$ cat config.mk
export PLATFORM = sky130hd
export DESIGN_NAME = muxed_io_port
export DESIGN_NICKNAME = d
export VERILOG_FILES = /design/src/hdl/muxed_io_port.v /design/src/hdl/port_pin_mux.v /design/src/hdl/port_pin_sampler.v
export VERILOG_INCLUDE_DIRS = /design/src /design/src/pkg
export SDC_FILE = /design/constraint.sdc
export NUM_CORES = 1
export LEC_CHECK = 0
export BUFFER_PORTS_ARGS = -buffer_cell sky130_fd_sc_hd__buf_2
export CAP_MARGIN = 15
export CORE_MARGIN = 4
export CORE_UTILIZATION = 50
export CTS_CLUSTER_SIZE = 12
export DETAILED_ROUTE_END_ITERATION = 16
export GPL_TIMING_DRIVEN = 0
export PLACE_DENSITY = 0.95
export SYNTH_ARGS = -nofsm -noshare
export SYNTH_HDL_FRONTEND = slang
export SYNTH_SLANG_ARGS = --single-unit
$ cat constraint.sdc
create_clock -name ref_clk_i -period 4.1 [get_ports ref_clk_i]
set_clock_uncertainty 0.15 [all_clocks]
set_input_delay 0.41 -clock ref_clk_i [delete_from_list [all_inputs] [get_ports ref_clk_i]]
set_output_delay 0.41 -clock ref_clk_i [all_outputs]
set_load 0.01 [all_outputs]
$ cat src/pkg/muxed_port_consts.vh
`ifndef MUXED_PORT_CONSTS_VH
`define MUXED_PORT_CONSTS_VH

// ==========================================
// Register byte addresses
`define ADDR_PIN_LEVELS 4'h0
`define ADDR_OUT_LATCH 4'h4
`define ADDR_DIRECTION 4'h8
`define ADDR_PORT_CONFIG 4'hC
`define ADDR_WIDTH 4

// ==========================================
// Port configuration register fields
`define CFG_EXT_MEM_EN_BIT 0
`define CFG_PWM_MAP_SEL_BIT 1
`define CFG_PWM_SD_TRI_BIT 2
`define CFG_PCFG_LSB 4
`define CFG_PCFG_MSB 7

// ==========================================
// Reset values
`define RST_DIRECTION 8'hFF
`define RST_OUT_LATCH 8'h00
`define RST_PCFG 4'h0
`define RST_PWM_MAP_SEL 1'h1

// ==========================================
// Analog decode: field values up to this one make channels 12..15 analog
`define PCFG_ANALOG_MAX 4'h2

// ==========================================
// Pin groups
`define PORT_WIDTH 8
`define ADDR_PIN_COUNT 4
`define ANALOG_PIN_LSB 4

`endif

$ cat src/hdl/muxed_io_port.v
`timescale 1ns/100ps
`default_nettype none
`include "muxed_port_consts.vh"

module muxed_io_port #(
	parameter WIDTH = 8,
	parameter ADDR_LINES_PRESENT = 1,
	parameter [0:0] PWM_MAP_SEL_RESET = `RST_PWM_MAP_SEL
)(
	input wire ref_clk_i,
	input wire rst_i,
	input wire [`ADDR_WIDTH-1:0] avs_address_i,
	input wire avs_read_i,
	input wire avs_write_i,
	input wire [31:0] avs_writedata_i,
	input wire [3:0] avs_byteenable_i,
	output reg [31:0] avs_readdata_o,
	output reg avs_waitrequest_o,
	input wire [WIDTH-1:0] pin_in_i,
	output reg [WIDTH-1:0] pin_out_o,
	output reg [WIDTH-1:0] pin_oe_o,
	input wire ext_mem_en_i,
	input wire [3:0] ext_addr_hi_i,
	input wire pwm3_channel_c_i,
	input wire pwm3_channel_b_i,
	input wire pwm1_channel_c_i,
	input wire pwm1_channel_b_i,
	input wire pwm_shutdown_i,
	output reg [3:0] analog_channel_sel_o,
	output reg [3:0] analog_port_config_field_o
);

	// ==========================================
	// Software visible state
	reg [WIDTH-1:0] output_latch;
	reg [WIDTH-1:0] direction_control;
	reg [3:0] analog_port_config_field;
	reg pwm_pin_map_select;
	reg pwm_shutdown_tristate;
	reg ext_mem_enable;

	wire [WIDTH-1:0] port_pin_levels;
	wire [WIDTH-1:0] next_out;
	wire [WIDTH-1:0] next_oe;
	wire [3:0] pwm_alt;
	wire [3:0] analog_sel;
	wire bus_req;
	wire bus_accept;
	wire lane0_write;
	reg [31:0] next_readdata;

	// ==========================================
	// Analog decode, shared by the sampler and the status output
	function [3:0] analog_decode;
		input [3:0] field;
		begin
			if (field <= `PCFG_ANALOG_MAX)
				analog_decode = 4'hF;
			else
				analog_decode = 4'h0;
		end
	endfunction

	assign analog_sel = analog_decode(analog_port_config_field);

	// Pin order 4..7 matches the alternate PWM channel order
	assign pwm_alt = {pwm1_channel_b_i, pwm1_channel_c_i, pwm3_channel_b_i, pwm3_channel_c_i};

	// ==========================================
	// Bus handshake
	// Idle waitrequest is high; the slave drops it one cycle after a request
	// appears and the request is taken on the edge where it is seen low.
	assign bus_req = avs_read_i | avs_write_i;
	assign bus_accept = bus_req & ~avs_waitrequest_o;
	assign lane0_write = bus_accept & avs_write_i & avs_byteenable_i[0];

	always @(posedge ref_clk_i)
	begin
		if (rst_i)
			avs_waitrequest_o <= 1'b1;
		else if (bus_req && avs_waitrequest_o)
			avs_waitrequest_o <= 1'b0;
		else
			avs_waitrequest_o <= 1'b1;
	end

	// ==========================================
	// Read mux, loaded the cycle before acceptance so data stand at that edge
	always @*
	begin
		next_readdata = 32'h00000000;
		case (avs_address_i)
			`ADDR_PIN_LEVELS:
				next_readdata[WIDTH-1:0] = port_pin_levels;
			`ADDR_OUT_LATCH:
				next_readdata[WIDTH-1:0] = output_latch;
			`ADDR_DIRECTION:
				next_readdata[WIDTH-1:0] = direction_control;
			`ADDR_PORT_CONFIG:
			begin
				next_readdata[`CFG_EXT_MEM_EN_BIT] = ext_mem_enable;
				next_readdata[`CFG_PWM_MAP_SEL_BIT] = pwm_pin_map_select;
				next_readdata[`CFG_PWM_SD_TRI_BIT] = pwm_shutdown_tristate;
				next_readdata[`CFG_PCFG_MSB:`CFG_PCFG_LSB] = analog_port_config_field;
			end
			default:
				next_readdata = 32'h00000000;
		endcase
	end

	always @(posedge ref_clk_i)
	begin
		if (rst_i)
			avs_readdata_o <= 32'h00000000;
		else if (avs_read_i && avs_waitrequest_o)
			avs_readdata_o <= next_readdata;
	end

	// ==========================================
	// Register writes; unmapped addresses and byte lanes above 0 are ignored
	always @(posedge ref_clk_i)
	begin
		if (rst_i)
		begin
			output_latch <= `RST_OUT_LATCH;
			direction_control <= `RST_DIRECTION;
			analog_port_config_field <= `RST_PCFG;
			pwm_pin_map_select <= PWM_MAP_SEL_RESET;
			pwm_shutdown_tristate <= 1'b0;
			ext_mem_enable <= 1'b0;
		end
		else if (lane0_write)
		begin
			case (avs_address_i)
				`ADDR_PIN_LEVELS:
					output_latch <= avs_writedata_i[WIDTH-1:0];
				`ADDR_OUT_LATCH:
					output_latch <= avs_writedata_i[WIDTH-1:0];
				`ADDR_DIRECTION:
					direction_control <= avs_writedata_i[WIDTH-1:0];
				`ADDR_PORT_CONFIG:
				begin
					ext_mem_enable <= avs_writedata_i[`CFG_EXT_MEM_EN_BIT];
					pwm_pin_map_select <= avs_writedata_i[`CFG_PWM_MAP_SEL_BIT];
					pwm_shutdown_tristate <= avs_writedata_i[`CFG_PWM_SD_TRI_BIT];
					analog_port_config_field <= avs_writedata_i[`CFG_PCFG_MSB:`CFG_PCFG_LSB];
				end
				default:
					output_latch <= output_latch;
			endcase
		end
	end

	// ==========================================
	// Pin drive, registered so every pin output comes from a flip-flop
	port_pin_mux #(
		.WIDTH(WIDTH),
		.ADDR_LINES_PRESENT(ADDR_LINES_PRESENT)
	) u_mux (
		.latch_i(output_latch),
		.dir_i(direction_control),
		.ext_mem_en_i(ext_mem_enable | ext_mem_en_i),
		.ext_addr_hi_i(ext_addr_hi_i),
		.pwm_map_sel_i(pwm_pin_map_select),
		.pwm_sd_tri_i(pwm_shutdown_tristate),
		.pwm_shutdown_i(pwm_shutdown_i),
		.pwm_alt_i(pwm_alt),
		.next_out_o(next_out),
		.next_oe_o(next_oe)
	);

	// Analog selection does not gate the driver: digital output stays usable
	always @(posedge ref_clk_i)
	begin
		if (rst_i)
		begin
			pin_out_o <= {WIDTH{1'b0}};
			pin_oe_o <= {WIDTH{1'b0}};
			analog_channel_sel_o <= 4'h0;
			analog_port_config_field_o <= `RST_PCFG;
		end
		else
		begin
			pin_out_o <= next_out;
			pin_oe_o <= next_oe;
			analog_channel_sel_o <= analog_sel;
			analog_port_config_field_o <= analog_port_config_field;
		end
	end

	// ==========================================
	// Pin sampling for the port data register
	port_pin_sampler #(
		.WIDTH(WIDTH)
	) u_sampler (
		.ref_clk_i(ref_clk_i),
		.rst_i(rst_i),
		.pins_i(pin_in_i),
		.analog_sel_i(analog_sel),
		.levels_o(port_pin_levels)
	);

endmodule // muxed_io_port
`default_nettype wire

$ cat src/hdl/port_pin_mux.v
`timescale 1ns/100ps
`default_nettype none
`include "muxed_port_consts.vh"

module port_pin_mux #(
	parameter WIDTH = 8,
	parameter ADDR_LINES_PRESENT = 1
)(
	input wire [WIDTH-1:0] latch_i,
	input wire [WIDTH-1:0] dir_i,
	input wire ext_mem_en_i,
	input wire [3:0] ext_addr_hi_i,
	input wire pwm_map_sel_i,
	input wire pwm_sd_tri_i,
	input wire pwm_shutdown_i,
	input wire [3:0] pwm_alt_i,
	output reg [WIDTH-1:0] next_out_o,
	output reg [WIDTH-1:0] next_oe_o
);

	integer i;

	// ==========================================
	// Per-pin source selection, lowest priority first
	always @*
	begin
		for (i = 0; i < WIDTH; i = i + 1)
		begin
			next_out_o[i] = latch_i[i];
			next_oe_o[i] = ~dir_i[i];
			if (i < `ADDR_PIN_COUNT)
			begin
				// Address lines ignore direction entirely
				if (ext_mem_en_i && (ADDR_LINES_PRESENT != 0))
				begin
					next_out_o[i] = ext_addr_hi_i[i];
					next_oe_o[i] = 1'b1;
				end
			end
			else if (!pwm_map_sel_i)
			begin
				// Software must still clear the direction bit to see the output
				next_out_o[i] = pwm_alt_i[i-`ANALOG_PIN_LSB];
				if (pwm_sd_tri_i && pwm_shutdown_i)
					next_oe_o[i] = 1'b0;
			end
		end
	end

endmodule // port_pin_mux
`default_nettype wire

$ cat src/hdl/port_pin_sampler.v
`timescale 1ns/100ps
`default_nettype none
`include "muxed_port_consts.vh"

module port_pin_sampler #(
	parameter WIDTH = 8
)(
	input wire ref_clk_i,
	input wire rst_i,
	input wire [WIDTH-1:0] pins_i,
	input wire [3:0] analog_sel_i,
	output reg [WIDTH-1:0] levels_o
);

	// ==========================================
	// Analog pins read as zero on the digital path
	always @(posedge ref_clk_i)
	begin
		if (rst_i)
			levels_o <= {WIDTH{1'b0}};
		else
			levels_o <= pins_i & ~({analog_sel_i, 4'h0});
	end

endmodule // port_pin_sampler
`default_nettype wire

==> After elaboration in Yosys (flattened, before gate mapping) <==
Index checks and enable logic that the tools add are counted.
W data, S select, Z words.
{ "word_totals": {"ff_bits": 64, "in_bits": 62, "elab_cells": 66} }
{ "op_classes": {"n_lt_le_gt_ge": 1, "eq_ne": 3, "muxes": 25, "n_bitwise": 16, "n_reduce_logical": 8} }
{ "ops": {"columns": ["op", "count"], "rows": [
  ["$mux W1", 21],
  ["$pmux W4 S4", 1],
  ["$pmux W3 S4", 1],
  ["$not A1 Y1", 9],
  ["$and A8 B8 Y8", 1],
  ["$eq A4 B4 Y1 const B", 2],
  ["$not A8 Y8", 1],
  ["$reduce_and A2 Y1", 3],
  ["$eq A4 B3 Y1 const B", 1],
  ["$le A4 B2 Y1 const B", 1],
  ["$logic_not A4 Y1", 1],
  ["$mux W4", 1],
  ["$and A1 B1 Y1", 3],
  ["$logic_and A1 B1 Y1", 3],
  ["$pmux W1 S3", 1],
  ["$or A1 B1 Y1", 2],
  ["$reduce_or A2 Y1", 1]
]} }

==> Logic depth before layout (Yosys ltp) <==
Gate-level depths: netlist of run 1.
{ "depth": {"word_depth": 5, "mapped_depth": 5} }

==> By module <==
A second synthesis of run 1 with hierarchy kept.
{ "hier_totals": {"cells_unflattened": 262, "area_unflattened_um2": 2622.5} }
{ "modules_own_cells": {"columns": ["module", "instances", "cells_each", "area_each_um2"], "rows": [
  ["muxed_io_port", 1, 228, 2250.9],
  ["port_pin_sampler", 1, 16, 220.2],
  ["port_pin_mux", 1, 18, 151.4]
]} }

==> Worst setup path before layout of run 1 <==
OpenSTA, ideal clock, no wires.
{ "synth_path": {"path_type": "input port to flip-flop", "start": "in avs_address_i[2]", "end": "reg direction_control[0]", "setup_ps": 120, "arrival_ps": 1248, "required_ps": 3830, "path_slack_ps": 2582, "path_stages": 4, "path_buffers": 1, "cell_sequence": "buf_6 nor3b_4 nand2_2 a211o_1"} }
{ "synth_via": {"elab_chain_len": 2} }
{ "synth_rtl": {"columns": ["item", "line", "rtl"], "rows": [
  ["start: declaration", "muxed_io_port.v:12", "input wire [`ADDR_WIDTH-1:0] avs_address_i,"],
  ["$eq A4 B4 Y1", "muxed_io_port.v:134", "case (avs_address_i)"],
  ["$reduce_and A2 Y1 (no line)", null, null],
  ["end signal: assignment", "muxed_io_port.v:126", "direction_control <= `RST_DIRECTION;"],
  ["end signal: assignment", "muxed_io_port.v:140", "direction_control <= avs_writedata_i[WIDTH-1:0];"],
  ["end: declaration", "muxed_io_port.v:36", "reg [WIDTH-1:0] direction_control;"]
]} }
No other way between the ends.
A chain may end at the register's enable or synchronous reset.

==> Final worst setup path of run 1 <==
{ "layout_path": {"start": "reg avs_waitrequest_o", "end": "out avs_waitrequest_o"} }
{ "layout_rtl": {"columns": ["item", "line", "rtl"], "rows": [
  ["start: declaration", "muxed_io_port.v:18", "output reg avs_waitrequest_o,"],
  ["start signal: assignment", "muxed_io_port.v:80", "avs_waitrequest_o <= 1'b1;"],
  ["start signal: assignment", "muxed_io_port.v:82", "avs_waitrequest_o <= 1'b0;"],
  ["start signal: assignment", "muxed_io_port.v:84", "avs_waitrequest_o <= 1'b1;"]
]} }
No word-level cell between the ends.

==> results by group, run 1 <==
Logic synthesis
  – Post-synthesis adder-cell area fraction: 0
  – Synth Register Bits: 61
  – Cells after Synth: ~260
  – EDFF count, synth: 0
  – Post-Synth Simple-Gate Area: 0.146
  – Synth Area in Compound Gates: 0.173
  – Mux cell area share after synthesis: 0.0750
  – Ys Warns: 0
  – Dominant cell type by area after synthesis: dfxtp_1
  – Largest family of logic cells by synthesized area: compound AO/OA/AOI/OAI gates
  – Dominant cells by area after synthesis: dfxtp_1, buf_4, mux2i_1
  – Sequential area share after synthesis: 0.482
  – Primary FF master, synth: dfxtp_1
  – Post-Syn Area: 0.00253 mm^2
  – Synth async-reset ratio: 0
  – Synth top area share: 0.482
  – Cell variety after synth: 33
  – Syn avg cell area: a little under 10 um^2
  – Xor/xnor share of the synthesized area: 0

STA
  – Peak Freq: between 600 and 700 MHz
  – Final period util: 0.389
  – Minimum clock period: around 1600 ps
  – Setup repair after global routing missed its margin: false
  – # setup viols final: 0
  – Slew @ Worst Pin: about 620 ps
  – Relative slew margins: 0.585
  – Fin. max-slew vios: 0
  – Final Hold Fails: 0
  – Setup_tns: 0 ps

Route
  – DR iter-0 viols: approximately 190
  – DR pass1 iterations: 5
  – Vias: about 2,200
  – Post-DRT Antenna Nets: 0
  – Vias/cell: 5.23
  – Residual DRC count: 0
  – Wire length per cell: between 15 and 20 um
  – Total wire length: 6610 um

Floorplan
  – Std cell rows: 25
  – IO Pins: about 120
  – Die H: 79.2 um
  – Die area: between 0.006 and 0.007 mm^2
  – Starting utilization of the core area: 0.526
  – DIE WIDTH: about 80 um
  – Core ar.: a little under 0.005 mm^2

Final layout
  – Most common cell after layout, fill and taps aside: buf_2
  – Layout area overhead: 26.6%
  – Most frequent cells in the layout: buf_2, dfxtp_1, buf_4
  – Share of layout cells above drive strength 1: 0.339
  – ANT cells: 0
  – Net count, final: 420

GRT
  – Grt total ovfl: 0
  – Largest net degree at the start of global routing: 11
  – Initial antenna violation count: 0
  – Overall Global Routing Usage: 0.217
  – Vias in the first global route: about 2,200
  – Global-route wire length before repair: 10,300 um

Power and ir drop
  – Sw Pwr: 0.000298 W
  – Cell internal pwr: between 0.0009 and 0.001 W
  – Leak: between 1.5 and 2 nW
  – Worst VDD drop: between 0.0002 and 0.00025 V
  – Clk pwr share: 0.398
  – Combinational power share: 0.098
  – Power per Cell Area: 375 mW/mm^2
  – Net Sw Frac: 0.248
  – Register share of total power: 0.504
  – Power after layout: 0.00120 W

Hold path
  – Worst Hold Class: in -> reg

Setup path
  – Worst path top cell family by delay: flip-flops
  – Required @ worst endpoint: between 3000 and 4000 ps
  – Largest stage delay on the critical path: just under 500 ps
  – Crit path max fanout: 8
  – Critical path arrival: 1030 ps
  – Critical path class: reg -> out
  – WP buf/inv: 1
  – Crit path launch type: flop
  – Crit-path cells: buf_2
  – Crit. End Element: primary output
  – Critical Path Slowest Stage Cell: dfxtp_1

CTS
  – Hold buffers post-CTS: 0
  – Clock sinks: slightly above 60
  – Post-cts gate resize count: 0
  – Clock H-tree levels: 3
  – Clock buffer depth: 2
  – Clk Latency, worst-skew pair: between 300 and 400 ps
  – Postcts setup bufs: 0
  – TritonCTS buffer count: 9
  – Clk slew on worst S/H paths: about 70 ps
  – TritonCTS clock tree: yes
  – Root buf cell: clkbuf_8

Placed design
  – RD Place Congestion: 0.887
  – I/O Buffers: between 60 and 70
  – Hpwl dp: 4870 um

Status
  – Status: complete, no violations

Run
  – Maxcap violations: 0
## cell usage after synthesis (4+ instances only)
| library cell | n |
|---|---|
| a211o_1 | 8 |
| a21oi_1 | 24 |
| a22o_1 | 8 |
| and2_1 | 4 |
| and3_1 | 9 |
| buf_2 | 4 |
| buf_4 | 27 |
| buf_6 | 5 |
| clkbuf_1 | 7 |
| dfxtp_1 | 61 |
| mux2i_1 | 19 |
| nand2_1 | 5 |
| nand3_1 | 14 |
| nor2_1 | 12 |
| nor2b_1 | 10 |
| o21ai_0 | 19 |
| o22ai_1 | 7 |
## worst paths after layout
check	start	to	slack (ps)	cells past startpoint
max	avs_waitrequest_o	avs_waitrequest_o	2510	1
min	pin_in_i[4]	u_sampler.levels_o[4]	120	2
max reg2reg	avs_waitrequest_o	output_latch[1]	2570	4
min reg2reg	direction_control[4]	pin_oe_o[4]	320	1
## logic make-up after synthesis
| family | count (synthesis) |
|---|---|
| multiplexers | 19 |
| flip-flops | 61 |
| other | 1 |
| AND/OR/NAND/NOR | 63 |
| AO/OA/AOI/OAI | 70 |
| buffers and inverters | 45 |
## area by class of cell
type                            count  area [um^2]
Multi-Input combinational cell    176         1090
Fill cell                         414         1610
Clock buffer                       12          155
Clock inverter                      4         22.5
Sequential cell                    61         1220
Buffer                             44          309
Inverter                            1         3.75
Tap cell                           67         83.8
Timing Repair Buffer               65          325
## through the flow
stage	utilization	hold slack [ps]	worst slack (ps)	instances	area [um^2]
finish	0.666	123	2510	430	3210
global route	0.666	104	2450	430	3210
CTS	0.666	112	2500	430	3210
detailed placement	0.629	302	2300	414	3030
global placement	0.629	304	2340	414	3030
floorplan	-	263	2580	282	2620
## power by group through the flow
stage                     Clock (W)  Sequential [W]  Combinational (W)
after detailed placement          0        0.000620           0.000115
after floorplan                   0        0.000622          0.0000730
after global placement            0        0.000619           0.000113
final                      0.000478        0.000607           0.000118
after global routing       0.000514        0.000607           0.000127
after CTS                  0.000485        0.000607           0.000115
## state kept, by name, summed over array words and instances, names as in the netlist
signal                      count
avs_readdata_o                  8
direction_control               8
analog_channel_sel_o            1
pwm_shutdown_tristate           1
pin_oe_o                        8
analog_port_config_field        4
pin_out_o                       8
ext_mem_enable                  1
u_sampler.levels_o              8
analog_port_config_field_o      4
output_latch                    8
pwm_pin_map_select              1
avs_waitrequest_o               1
## metal layers
metal	track usage	vias up	wire, um
met1	0.263	1024	2650
met3	0.0805	21	664
li1	-	1065	-
met5	0	-	0
met4	0.0928	0	176
met2	0.346	137	3120
Note: power is estimated with default switching activity, not from simulation.
==> run 2, diff against run 1 <==
CORE_UTILIZATION = 42   (was 50)
PLACE_DENSITY = 0.86   (was 0.95)
clock period = 1.45 ns   (was 4.1 ns; I/O delays follow)
==> run 2 against run 1 <==
Compared with the run above: critical path depth grew 2; largest cell class unchanged; largest power group unchanged; core utilization shrank 6.7 points; combinational power grew to 3.3 times the previous value.
==> results by group, run 2 (synthesis gave the netlist of run 1 again) <==
Status
  – Status: complete, no violations (unchanged)

Route
  – Vias: 2,243 (was 2,247)
  – Vias/cell: 4.85 (was 5.23)
  – DR pass1 iterations: 6 (was 5)
  – Post-DRT Antenna Nets: 0 (unchanged)
  – Residual DRC count: 0 (unchanged)
  – DR iter-0 viols: 202 (was 194)
  – Total wire length: 6660 um (was 6610 um)
  – Wire length per cell: 14.4 um (was 15.4 um)

Setup path
  – Required @ worst endpoint: 1520 ps (was 3540 ps)
  – Worst R2R Path Depth: 3 (was 4)
  – Worst path top cell family by delay: compound AO/OA/AOI/OAI gates (was flip-flops)
  – Crit Reg-Reg Endpoint: pwm_pin_map_select (was output_latch[1])
  – Critical path class: reg -> reg (was reg -> out)
  – Crit path max fanout: 8 (unchanged)
  – Critical Path Slowest Stage Cell: dfxtp_2 (was dfxtp_1)
  – Crit. End Element: flop (was primary output)
  – Worst r2r src: avs_waitrequest_o (unchanged)
  – Critical path arrival: 1460 ps (was 1030 ps)
  – Crit-path cells: and3b_2 -> a21oi_1 -> a311o_1 (was buf_2)
  – Largest stage delay on the critical path: 370 ps (was 490 ps)
  – WP buf/inv: 0 (was 1)
  – Worst reg2reg setup slack: 60 ps (was 2570 ps)
  – Crit path launch type: flop (unchanged)

CTS
  – Root buf cell: clkbuf_8 (unchanged)
  – TritonCTS clock tree: yes (unchanged)
  – Clk slew on worst S/H paths: 70 ps (about the same)
  – Clock buffer depth: 2 (unchanged)
  – TritonCTS buffer count: 9 (unchanged)
  – Clock H-tree levels: 3 (unchanged)
  – Clock sinks: 61 (unchanged)
  – Clk Latency, worst-skew pair: 330 ps (was 340 ps)

Placed design
  – RD Place Congestion: 0.874 (was 0.887)
  – Placed insts: 422 (was 414)
  – I/O Buffers: 65 (unchanged)
  – Hpwl dp: 4870 um (about the same)

Hold path
  – Worst hold path stage count: 3 (was 2)
  – Worst Hold Class: in -> reg (unchanged)
  – Worst hold start: pwm_shutdown_i (was pin_in_i[4])
  – Hold endpoint: pin_oe_o[4] (was u_sampler.levels_o[4])

STA
  – Setup repair after global routing missed its margin: false (unchanged)
  – Final Hold Fails: 0 (unchanged)
  – Final period util: 0.958
  – # setup viols final: 0 (unchanged)
  – Fin. max-slew vios: 0 (unchanged)
  – Minimum clock period: 1390 ps
  – Slew @ Worst Pin: 565 ps (was 622 ps)
  – Relative slew margins: 0.624 (was 0.585)
  – Peak Freq: just over 700 MHz
  – Hold Worst Slack: 15.2 ps (was 123 ps)

GRT
  – Vias in the first global route: 2,251 (was 2,163)
  – M1 GR Usage: 0.237 (was 0.263)
  – Grt total ovfl: 0 (unchanged)
  – Met2 Resource Use GR: 0.304 (was 0.346)
  – Initial antenna violation count: 0 (unchanged)
  – Overall Global Routing Usage: 0.186 (was 0.217)
  – GRT Max-Usage Layer: met2 (unchanged)
  – Global-route wire length before repair: 10,700 um (was 10,300 um)
  – Largest net degree at the start of global routing: 11 (unchanged)
  – M3 GR Usage: 0.0480 (was 0.0805)

Floorplan
  – Die H: 85.7 um (was 79.2 um)
  – Std cell rows: 28 (was 25)
  – IO Pins: 119 (unchanged)
  – Starting utilization of the core area: 0.431 (was 0.526)
  – Core ar.: 0.00589 mm^2 (was 0.00482 mm^2)
  – Die area: 0.00734 mm^2 (was 0.00627 mm^2)
  – DIE WIDTH: 85.7 um (was 79.2 um)

Final layout
  – Fin cells: 462 (was 430)
  – Net count, final: 445 (was 420)
  – Layout area overhead: 39.1% (was 26.6%)
  – Most frequent cells in the layout: buf_2, dfxtp_1, buf_4 (unchanged)
  – Most common cell after layout, fill and taps aside: buf_2 (unchanged)
  – ANT cells: 0 (unchanged)
  – Final core occ: 0.599 (was 0.666)
  – Share of layout cells above drive strength 1: 0.323 (was 0.339)

Power and ir drop
  – Leak: 1.67 nW (was 1.54 nW)
  – Power after layout: 0.00374 W (was 0.00120 W)
  – Worst VDD drop: 0.000627 V (was 0.000249 V)
  – Power per Cell Area: 1060 mW/mm^2 (was 375 mW/mm^2)

Run
  – Maxcap violations: 0 (unchanged)
-- run 2: worst min-delay path, delay by kind of cell --
family,cells,cell delay [ps]
and+or+nand+nor,1,40
AOI/OAI and AO/OA,1,190
buffers and inverters,1,80
-- run 2: cell type report --
cell class | instances | area, um^2
flip-flops and latches | 61 | 1220
inverters | 1 | 3.75
well taps | 75 | 93.8
multi-input cells | 176 | 1090
fillers | 513 | 2360
clock inverters | 5 | 75.1
clock buffers | 10 | 138
plain buffers | 41 | 299
repair buffers | 93 | 603
-- run 2: per-layer routing --
layer,wire [um],up-vias
met4,104,0
li1,-,1117
met3,504,10
met2,3120,92
met1,2930,1024
met5,0,-
-- run 2: worst max-delay path by stage --
stage                            from                  to  slack (ps)  depth (start not counted)
detailed placement              rst_i        pin_out_o[4]        -100                          4
CTS                 avs_waitrequest_o  pwm_pin_map_select          10                          4
floorplan           avs_waitrequest_o  pwm_pin_map_select           2                          3
global route           ext_mem_enable        pin_out_o[2]          10                          3
finish              avs_waitrequest_o  pwm_pin_map_select          60                          3
global placement                rst_i        pin_out_o[4]         -80                          4
-- run 2: what timing repair did --
item / 4_1_cts / 5_1_grt
pin swaps: 1 / 0
cloned: 0 / 0
buffers inserted: 1 / 0
hold buffers: 27 / 0
resized for setup: 1 / 8
setup endpoints to repair: 13 / 18
endpoints found under the hold margin: 32 / 0
-- run 2: per-stage QoR --
step / TNS [ps] / setup WS, ps / area, um^2
after floorplan: 0 / 1.84 / 2620
after global placement: -1680 / -76.9 / 3040
after detailed placement: -1940 / -98.3 / 3040
after CTS: 0 / 11.2 / 3530
after global routing: 0 / 11.8 / 3530
final: 0 / 61.0 / 3530
-- run 2: report_power, final --
part           internal [W]  leakage [nW]  total [W]  switching [W]
combinational      0.000201          1.06   0.000391       0.000190
clock              0.000995         0.112    0.00163       0.000636
sequential          0.00170         0.495    0.00172      0.0000139
